**config.mk**
```make
export PLATFORM = sky130hd
export DESIGN_NAME = sswg_top
export DESIGN_NICKNAME = d
export VERILOG_FILES = /design/src/hdl/sswg_pkg.sv /design/src/hdl/sswg_top.sv
export VERILOG_INCLUDE_DIRS = /design/src /design/src/hdl
export SDC_FILE = /design/constraint.sdc
export NUM_CORES = 1
export LEC_CHECK = 0
export ABC_CLOCK_PERIOD_IN_PS = 3700
export BUFFER_PORTS_ARGS = -buffer_cell sky130_fd_sc_hd__buf_2
export CORE_MARGIN = 4
export CORE_UTILIZATION = 56
export DETAILED_ROUTE_END_ITERATION = 7
export GPL_ROUTABILITY_DRIVEN = 0
export PLACE_DENSITY = 0.85
export SLEW_MARGIN = 20
export SYNTH_ARGS = -nofsm -noshare
export SYNTH_HDL_FRONTEND = slang
export SYNTH_SLANG_ARGS = --single-unit
export TNS_END_PERCENT = 50
```
**constraint.sdc**
```tcl
create_clock -name mclk -period 3.7 [get_ports mclk]
set_input_delay 0.74 -clock mclk [delete_from_list [all_inputs] [get_ports mclk]]
set_output_delay 0.74 -clock mclk [all_outputs]
set_load 0.02 [all_outputs]
```
**src/hdl/sswg_cfg.svh**
```systemverilog
`ifndef SSWG_CFG_SVH
`define SSWG_CFG_SVH

// =====================================================
// clock
`define SSWG_CLK_MHZ 200

// =====================================================
// reset hold times selectable by the delay select bits, in microseconds
`define SSWG_HOLD0_US 1000
`define SSWG_HOLD1_US 2000
`define SSWG_HOLD2_US 4000
`define SSWG_HOLD3_US 8000

// =====================================================
// register byte offsets
`define SSWG_OFS_CTRL 8'h00
`define SSWG_OFS_STAT 8'h04
`define SSWG_OFS_ISTAT 8'h08
`define SSWG_OFS_IMASK 8'h0c

// =====================================================
// control register fields
`define SSWG_CTRL_SEL_LO 0
`define SSWG_CTRL_SEL_HI 1
`define SSWG_CTRL_WLOCK 2
`define SSWG_CTRL_RST 2'h0

// =====================================================
// status register fields
`define SSWG_STAT_MON_A 0
`define SSWG_STAT_MON_B 1
`define SSWG_STAT_SUP_RST 2
`define SSWG_STAT_WP 3
`define SSWG_STAT_SDA 4

// =====================================================
// interrupt status and mask fields
`define SSWG_EV_RST 0
`define SSWG_EV_MON_A 1
`define SSWG_EV_MON_B 2
`define SSWG_EV_WREJ 3
`define SSWG_EV_N 4
`define SSWG_IMASK_RST 4'h0

`endif

```
**src/hdl/sswg_pkg.sv**
```systemverilog
package sswg_pkg;

  // =====================================================
  // types
  typedef logic [31:0] sswg_word_t;
  typedef logic [7:0] sswg_addr_t;

  typedef enum logic [1:0] {
    SSWG_RST_ACTIVE,
    SSWG_RST_HOLD,
    SSWG_RST_IDLE
  } sswg_rst_e;

  typedef struct packed {
    logic [1:0] dly_sel;
    logic wlock;
    sswg_rst_e rst_st;
    logic [31:0] cnt;
    logic sup_rst;
    logic sup_rst_oe;
    logic mon_a;
    logic mon_a_oe;
    logic mon_b;
    logic mon_b_oe;
    logic wp;
    logic sda_smp;
    logic [3:0] irq_st;
    logic [3:0] irq_mask;
    logic irq;
    logic pready;
    logic pslverr;
    logic [31:0] prdata;
    logic wr_grant;
    logic wr_reject;
  } sswg_state_s;

endpackage : sswg_pkg

```
**src/hdl/sswg_top.sv**
```systemverilog
// Overview of operation
// - Monitor B output is high while its input is above threshold three, low below it.
// - Monitor B output follows its comparator one clock late, through a single flop, with no added hold timing.
// - Monitor A output follows threshold two with no power-up reset delay.
// - The supply reset output is active high whenever the supply is below threshold one.
// - At power-up the supply reset output is high and stays high for the hold time.
// - A high manual reset input starts a reset cycle on the supply reset output.
// - After manual reset falls the supply reset output stays high for the full hold time.
// - The hold time is chosen by the two delay select bits of the control register.
// - While write protect is high every nonvolatile write is blocked.
// - While write protect is high and the wiper lock bit is one, all wiper writes are refused.
// - An undriven write protect input counts as low, so protection is off.
// - The serial data input is sampled every cycle and never gated off.
// - Both monitor output states are held in status bits readable by the host.
//
// The implementer's own choices: the APB register port and the register offsets.
`timescale 1ns/1ps
`include "sswg_cfg.svh"

module sswg_top #(
  parameter int unsigned HOLD0_CYC = `SSWG_HOLD0_US * `SSWG_CLK_MHZ,
  parameter int unsigned HOLD1_CYC = `SSWG_HOLD1_US * `SSWG_CLK_MHZ,
  parameter int unsigned HOLD2_CYC = `SSWG_HOLD2_US * `SSWG_CLK_MHZ,
  parameter int unsigned HOLD3_CYC = `SSWG_HOLD3_US * `SSWG_CLK_MHZ
) (
  // clock and reset
  input wire logic mclk,
  input wire logic srst,
  // apb slave
  input wire logic psel,
  input wire logic penable,
  input wire logic pwrite,
  input wire sswg_pkg::sswg_addr_t paddr,
  input wire sswg_pkg::sswg_word_t pwdata,
  output logic pready,
  output sswg_pkg::sswg_word_t prdata,
  output logic pslverr,
  // comparator flags
  input wire logic supply_above_threshold,
  input wire logic aux_monitor_a_input,
  input wire logic aux_monitor_b_input,
  // manual reset and write protect pins
  input wire logic manual_reset_in,
  input wire logic write_protect_in,
  // serial data input sample
  input wire logic sda_in,
  // write requests from the serial engine
  input wire logic wr_req,
  input wire logic wr_nonvolatile,
  input wire logic wr_to_wiper,
  output logic wr_grant,
  output logic wr_reject,
  // open-drain outputs, oe high while the pin is pulled low
  output logic supply_reset_out,
  output logic supply_reset_oe,
  output logic aux_monitor_a_out,
  output logic aux_monitor_a_oe,
  output logic aux_monitor_b_out,
  output logic aux_monitor_b_oe,
  // interrupt
  output logic irq
);
  import sswg_pkg::*;

  // =====================================================
  // state
  sswg_state_s s;
  sswg_state_s next_s;
  // every flop sits in one struct behind one reset branch

  logic undervolt;
  logic rst_src;
  logic [31:0] hold_cyc;
  logic hold_done;
  logic [31:0] hold_dec;

  logic nv_block;
  logic wiper_block;
  logic blocked;

  logic acc;
  logic wr_acc;
  logic rd_acc;
  logic wr_ctrl;
  logic wr_imask;
  logic rd_istat;
  logic hit;

  logic [1:0] mon_in;
  logic [1:0] mon_q;
  logic [1:0] mon_chg;
  logic [3:0] ev;
  sswg_word_t rdata;

  // =====================================================
  // hold time lookup
  always_comb begin
    unique case (s.dly_sel)
      2'b00: hold_cyc = HOLD0_CYC;
      2'b01: hold_cyc = HOLD1_CYC;
      2'b10: hold_cyc = HOLD2_CYC;
      2'b11: hold_cyc = HOLD3_CYC;
    endcase
  end

  // =====================================================
  // hold counter
  // the select is read only on a reload, so a change never cuts a running hold short
  assign hold_done = (s.cnt <= 32'h0000_0001);
  assign hold_dec = s.cnt - 32'h0000_0001;

  // =====================================================
  // reset sources and write guard
  // power-up enters through srst, which forces the active state
  assign undervolt = ~supply_above_threshold;
  assign rst_src = undervolt | manual_reset_in;

  // only a driven high level protects; the pad pull-down maps a floating pin to low
  assign nv_block = write_protect_in & wr_nonvolatile;
  assign wiper_block = write_protect_in & s.wlock & wr_to_wiper;
  assign blocked = nv_block | wiper_block;

  // =====================================================
  // apb decode
  // reads are answered from the first access cycle; a write lands on the edge
  // that samples pready high, the only edge at which the access is complete
  assign acc = psel & penable & ~s.pready;
  assign wr_acc = psel & penable & s.pready & pwrite;
  assign rd_acc = acc & ~pwrite;
  assign wr_ctrl = wr_acc & (paddr == `SSWG_OFS_CTRL);
  assign wr_imask = wr_acc & (paddr == `SSWG_OFS_IMASK);
  assign rd_istat = rd_acc & (paddr == `SSWG_OFS_ISTAT);

  always_comb begin
    hit = 1'b1;
    rdata = 32'h0000_0000;
    unique case (paddr)
      `SSWG_OFS_CTRL: begin
        rdata[`SSWG_CTRL_SEL_LO] = s.dly_sel[0];
        rdata[`SSWG_CTRL_SEL_HI] = s.dly_sel[1];
        rdata[`SSWG_CTRL_WLOCK] = s.wlock;
      end
      `SSWG_OFS_STAT: begin
        rdata[`SSWG_STAT_MON_A] = s.mon_a;
        rdata[`SSWG_STAT_MON_B] = s.mon_b;
        rdata[`SSWG_STAT_SUP_RST] = s.sup_rst;
        rdata[`SSWG_STAT_WP] = s.wp;
        rdata[`SSWG_STAT_SDA] = s.sda_smp;
      end
      `SSWG_OFS_ISTAT: begin
        rdata[3:0] = s.irq_st;
      end
      `SSWG_OFS_IMASK: begin
        rdata[3:0] = s.irq_mask;
      end
      default: begin
        hit = 1'b0;
      end
    endcase
  end

  // =====================================================
  // monitor channels
  // both comparators take the same path; a change on either raises its own event bit
  assign mon_in = {aux_monitor_b_input, aux_monitor_a_input};
  assign mon_q = {s.mon_b, s.mon_a};
  for (genvar ch = 0; ch < 2; ch++) begin : g_mon
    assign mon_chg[ch] = mon_in[ch] ^ mon_q[ch];
  end

  // =====================================================
  // next state
  always_comb begin
    next_s = s;

    // monitors are plain copies; the single flop only keeps outputs glitch free
    next_s.mon_a = aux_monitor_a_input;
    next_s.mon_a_oe = ~aux_monitor_a_input;
    next_s.mon_b = aux_monitor_b_input;
    next_s.mon_b_oe = ~aux_monitor_b_input;
    next_s.wp = write_protect_in;
    next_s.sda_smp = sda_in;

    // supply reset sequencer
    if (rst_src) begin
      next_s.rst_st = SSWG_RST_ACTIVE;
      next_s.cnt = hold_cyc;
      next_s.sup_rst = 1'b1;
    end else begin
      unique case (s.rst_st)
        SSWG_RST_ACTIVE: begin
          next_s.rst_st = SSWG_RST_HOLD;
          next_s.cnt = hold_cyc;
          next_s.sup_rst = 1'b1;
        end
        SSWG_RST_HOLD: begin
          if (hold_done) begin
            next_s.rst_st = SSWG_RST_IDLE;
            next_s.sup_rst = 1'b0;
          end else begin
            next_s.cnt = hold_dec;
          end
        end
        SSWG_RST_IDLE: begin
          next_s.sup_rst = 1'b0;
        end
        default: begin
          // an unused code falls back into an active reset instead of releasing
          next_s.rst_st = SSWG_RST_ACTIVE;
          next_s.sup_rst = 1'b1;
        end
      endcase
    end
    next_s.sup_rst_oe = ~next_s.sup_rst;

    // write guard answers, one cycle pulses
    next_s.wr_grant = wr_req & ~blocked;
    next_s.wr_reject = wr_req & blocked;

    // events
    ev = 4'h0;
    ev[`SSWG_EV_RST] = next_s.sup_rst & ~s.sup_rst;
    ev[`SSWG_EV_MON_A] = mon_chg[0];
    ev[`SSWG_EV_MON_B] = mon_chg[1];
    ev[`SSWG_EV_WREJ] = next_s.wr_reject;

    // apb access: one wait state, pready pulses for one cycle
    next_s.pready = acc;
    next_s.pslverr = acc & ~hit;
    if (rd_acc && hit) begin
      next_s.prdata = rdata;
    end else begin
      next_s.prdata = 32'h0000_0000;
    end

    if (wr_ctrl) begin
      next_s.dly_sel[0] = pwdata[`SSWG_CTRL_SEL_LO];
      next_s.dly_sel[1] = pwdata[`SSWG_CTRL_SEL_HI];
      next_s.wlock = pwdata[`SSWG_CTRL_WLOCK];
    end
    if (wr_imask) begin
      next_s.irq_mask = pwdata[3:0];
    end

    // read clears, but a new event in the same cycle survives
    if (rd_istat) begin
      next_s.irq_st = ev;
    end else begin
      next_s.irq_st = s.irq_st | ev;
    end
    // level output: stays high until software clears the status or masks it
    next_s.irq = |(next_s.irq_st & next_s.irq_mask);
  end

  // =====================================================
  // state register
  always_ff @(posedge mclk) begin
    if (srst) begin
      s.dly_sel <= `SSWG_CTRL_RST;
      s.wlock <= 1'b0;
      s.rst_st <= SSWG_RST_ACTIVE;
      s.cnt <= HOLD0_CYC;
      s.sup_rst <= 1'b1;
      s.sup_rst_oe <= 1'b0;
      s.mon_a <= 1'b0;
      s.mon_a_oe <= 1'b1;
      s.mon_b <= 1'b0;
      s.mon_b_oe <= 1'b1;
      s.wp <= 1'b0;
      s.sda_smp <= 1'b1;
      s.irq_st <= 4'h0;
      s.irq_mask <= `SSWG_IMASK_RST;
      s.irq <= 1'b0;
      s.pready <= 1'b0;
      s.pslverr <= 1'b0;
      s.prdata <= 32'h0000_0000;
      s.wr_grant <= 1'b0;
      s.wr_reject <= 1'b0;
    end else begin
      s <= next_s;
    end
  end

  // =====================================================
  // outputs
  // every pin is a flop of the state struct, so no input reaches a pin combinationally
  // apb
  assign pready = s.pready;
  assign prdata = s.prdata;
  assign pslverr = s.pslverr;

  // write guard
  assign wr_grant = s.wr_grant;
  assign wr_reject = s.wr_reject;

  // open-drain pins
  assign supply_reset_out = s.sup_rst;
  assign supply_reset_oe = s.sup_rst_oe;
  assign aux_monitor_a_out = s.mon_a;
  assign aux_monitor_a_oe = s.mon_a_oe;
  assign aux_monitor_b_out = s.mon_b;
  assign aux_monitor_b_oe = s.mon_b_oe;

  // interrupt
  assign irq = s.irq;

endmodule : sswg_top

```
==> metrics.cfg <==
[status]
status=completed

[timing]
tightest_slew_ns=0.899
maxSlewViolCount=0
setup_tns_ns=0
fin_crit_ns=2.58
final.setup_skew_ns=0.00418
hold_viol_final=0
maxSlewHeadroom_pct=39.8
max_clock_freq_ghz=0.387
finalCritPeriodShare_pct=69.8
rsz0062_at_grt=no
setup_ws_ns=1.12
setup_viol=0

[logic_synthesis]
synth_top_area_share_pct=36.9
ys_top_cells_by_area=dfxtp_1, buf_4, a21oi_1, mux2i_1, nand2_1
avgSynthCellArea_um2=8.52
synth_edf_count=0
synth.largest_area_cell=dfxtp_1
synth_seq_cells=63
ys_seq_area_share_pct=36.9
synthesis.area_um2=3420
yosys_warnings=0
synth_cell_types=58
async_reset_ff_share_pct=0
synth_flop_cell=dfxtp_1
syn-instance-count=401

[grt]
grt_max_degree=23
grt_pass1_wl_um=13400
first_global_vias=2796
antenna_found_initial=0
track_usage_pct=23.0
overflow=0

[min_path]
holdPathStages=2
hold_class=flip-flop to flip-flop
hp-start=s[45]$_SDFF_PP1_
min_to=prdata[4]$_SDFF_PP0_

[placed_design]
portBuffers=41
dp.cells=497
dpl_cell_area_um2=3540
place_ws_ns=1.03
dp_hpwl_um=5730

[die]
core-area_um2=5920
start_util_pct=57.7
io_pins=97
die_x_um=86.1
rows=28
dieArea_um2=7410
dieHeight_um=86.1

[detailed_routing]
ant_nets=0
num_vias=3126
route.detailed.drc=0
route.final.wire_length_um=8020
viasPerCell=6.11
drt_iter0_drc=395
dr.pass1.iters=5
wl_per_cell_um=15.7

[cts]
cts.clk_slew.worst_paths_ns=0.07
clk_latency_ns=0.35
htree_levels=3
post_cts_buffers=0
cts-root-buf=clkbuf_8
clkSinkCount=63
ctsHoldBuffers=0
cts_buffers=9
post_cts_resize_count=0
clockBufferDepth=2
cts_tree=yes

[power_and_ir_drop]
p_int_uw=1020
clockPowerShare_pct=41.5
vdd_drop_max_uv=184
pwr_density_cell_nw_per_um2=366
pwr-share-comb_pct=7.4
switching_share_pct=24.7
p_switching_uw=336
power_frac_seq_pct=51.1
leakagePower_uw=0.00149

[setup_path]
critPathMaxStageDelay_ns=0.75
worst_setup_path_start_kind=flip-flop
path_class=flip-flop to flip-flop
cp_slowest_cell=a21oi_1
worstSetupEndpointType=flip-flop
arrival_ns=2.76
r2r_end=s[70]$_SDFFE_PP1P_
r2r_start=s[53]$_SDFFE_PP0P_
reg2regPathDepth=6
required_ns=3.88
critical_path.max_fanout=11
crit_chain=inv_1 -> ha_1 -> o2111a_1 -> a41o_1 -> a21oi_1 -> a22oi_1
regToRegSetupSlack_ns=1.12

[final_layout]
syn2layout_area_growth_pct=8.75
final_nets=494
top_regs=s (47), prdata (5)
drive_above_1_share_pct=17.2
fin_cells=512
n_fill_cell=501
largest_reg_flops=47
registers.top_by_ff_count=s
diodes=0
fin_area_um2=3710

[run]
maxCapViolations=0

-- cell type report --
cell class,count,area [um2],area share (%)
Clock buffer,11,131,3.54
Clock inverter,4,47.5,1.28
Inverter,9,33.8,0.909
Multi-Input combinational cell,304,1900,51.3
Sequential cell,63,1260,34.0
Tap cell,75,93.8,2.53
Timing Repair Buffer,46,243,6.53
-- worst max path at each step --
stage	start	to	slack (ns)	cells after the start
CTS	s[53]$_SDFFE_PP0P_	s[81]$_SDFFE_PP0P_	1.16	7
global placement	srst	s[69]$_SDFFE_PP1P_	1.10	7
global route	s[73]$_SDFFE_PP0P_	s[84]$_SDFFE_PP0P_	0.88	5
finish	s[53]$_SDFFE_PP0P_	s[70]$_SDFFE_PP1P_	1.12	6
floorplan	s[53]$_SDFFE_PP0P_	s[75]$_SDFFE_PP0P_	1.28	8
detailed placement	srst	s[69]$_SDFFE_PP1P_	1.03	7
-- critical path: cells and delay by family, from the launching register on --
| family | cells | cell delay [ns] |
|---|---|---|
| AO/OA/AOI/OAI | 4 | 1.66 |
| flip-flops | 1 | 0.43 |
| adder cells (fa/ha/maj) | 1 | 0.25 |
| buffers and inverters | 1 | 0.07 |
-- cell usage after synthesis (5+ instances only) --
library cell / number
a211oi_1: 6
a21oi_1: 26
and3_1: 5
buf_4: 32
clkbuf_1: 17
dfxtp_1: 63
ha_1: 7
inv_1: 9
mux2i_1: 12
nand2_1: 30
nand3_1: 10
nand4_1: 6
nor2_1: 30
nor2b_1: 9
nor3_1: 13
nor4_1: 10
o21ai_0: 15
o31ai_1: 9
or2_2: 6
or3_1: 14
or4_1: 12
-- through the flow --
stage / hold slack, ns / util [%] / power, uW
2_1_floorplan: 0.395 / - / 800
3_3_place_gp: 0.404 / 59.7 / 806
3_5_place_dp: 0.406 / 59.7 / 808
4_1_cts: 0.415 / 62.7 / 1360
5_1_grt: 0.427 / 62.7 / 1410
6_report: 0.413 / 62.7 / 1360
-- cells by family after synthesis --
logic type / Yosys count / share of synthesized area [%]
muxes: 16 / 5.82
xor gates and xnor gates: 3 / 0.769
other: 1 / 0.110
and+or+nand+nor: 160 / 25.5
DFF: 63 / 36.9
AOI/OAI and AO/OA: 91 / 17.9
buffers and inverters: 60 / 10.4
adders and majority gates: 7 / 2.56
-- power groups by stage --
stage	registers [uW]	logic, uW	clock network (uW)
floorplan	712	87.6	0
global placement	709	96.9	0
detailed placement	710	98.2	0
CTS	695	98.6	570
global route	696	109	606
finish	695	100	565
-- cells in the final DEF, fill, tap and decap left out, types with 7 or more instances in the layout --
cell      netlist  routed
a21oi_1        26      26
buf_2           1      41
clkbuf_8        0       9
conb_1          1      27
dfxtp_1        63      63
ha_1            7       7
inv_1           9       9
mux2i_1        12      12
nand2_1        30      30
nand3_1        10      10
nor2_1         30      30
nor2b_1         9       9
nor3_1         13      13
nor4_1         10       9
o21ai_0        15      14
o31ai_1         9       9
or3_1          14      14
or4_1          12      12
-- layer usage --
metal  GRT usage [%]  part of all wire (%)  routed length [um]  vias up
li1                -                     -                   -     1491
met1            30.3                    43                3450     1462
met2            34.8                    46                3650      146
met3            6.44                   8.9                 711       27
met4            10.6                   2.6                 206        0
met5               0                     0                   0        -
(Power assumes the default switching activity.)
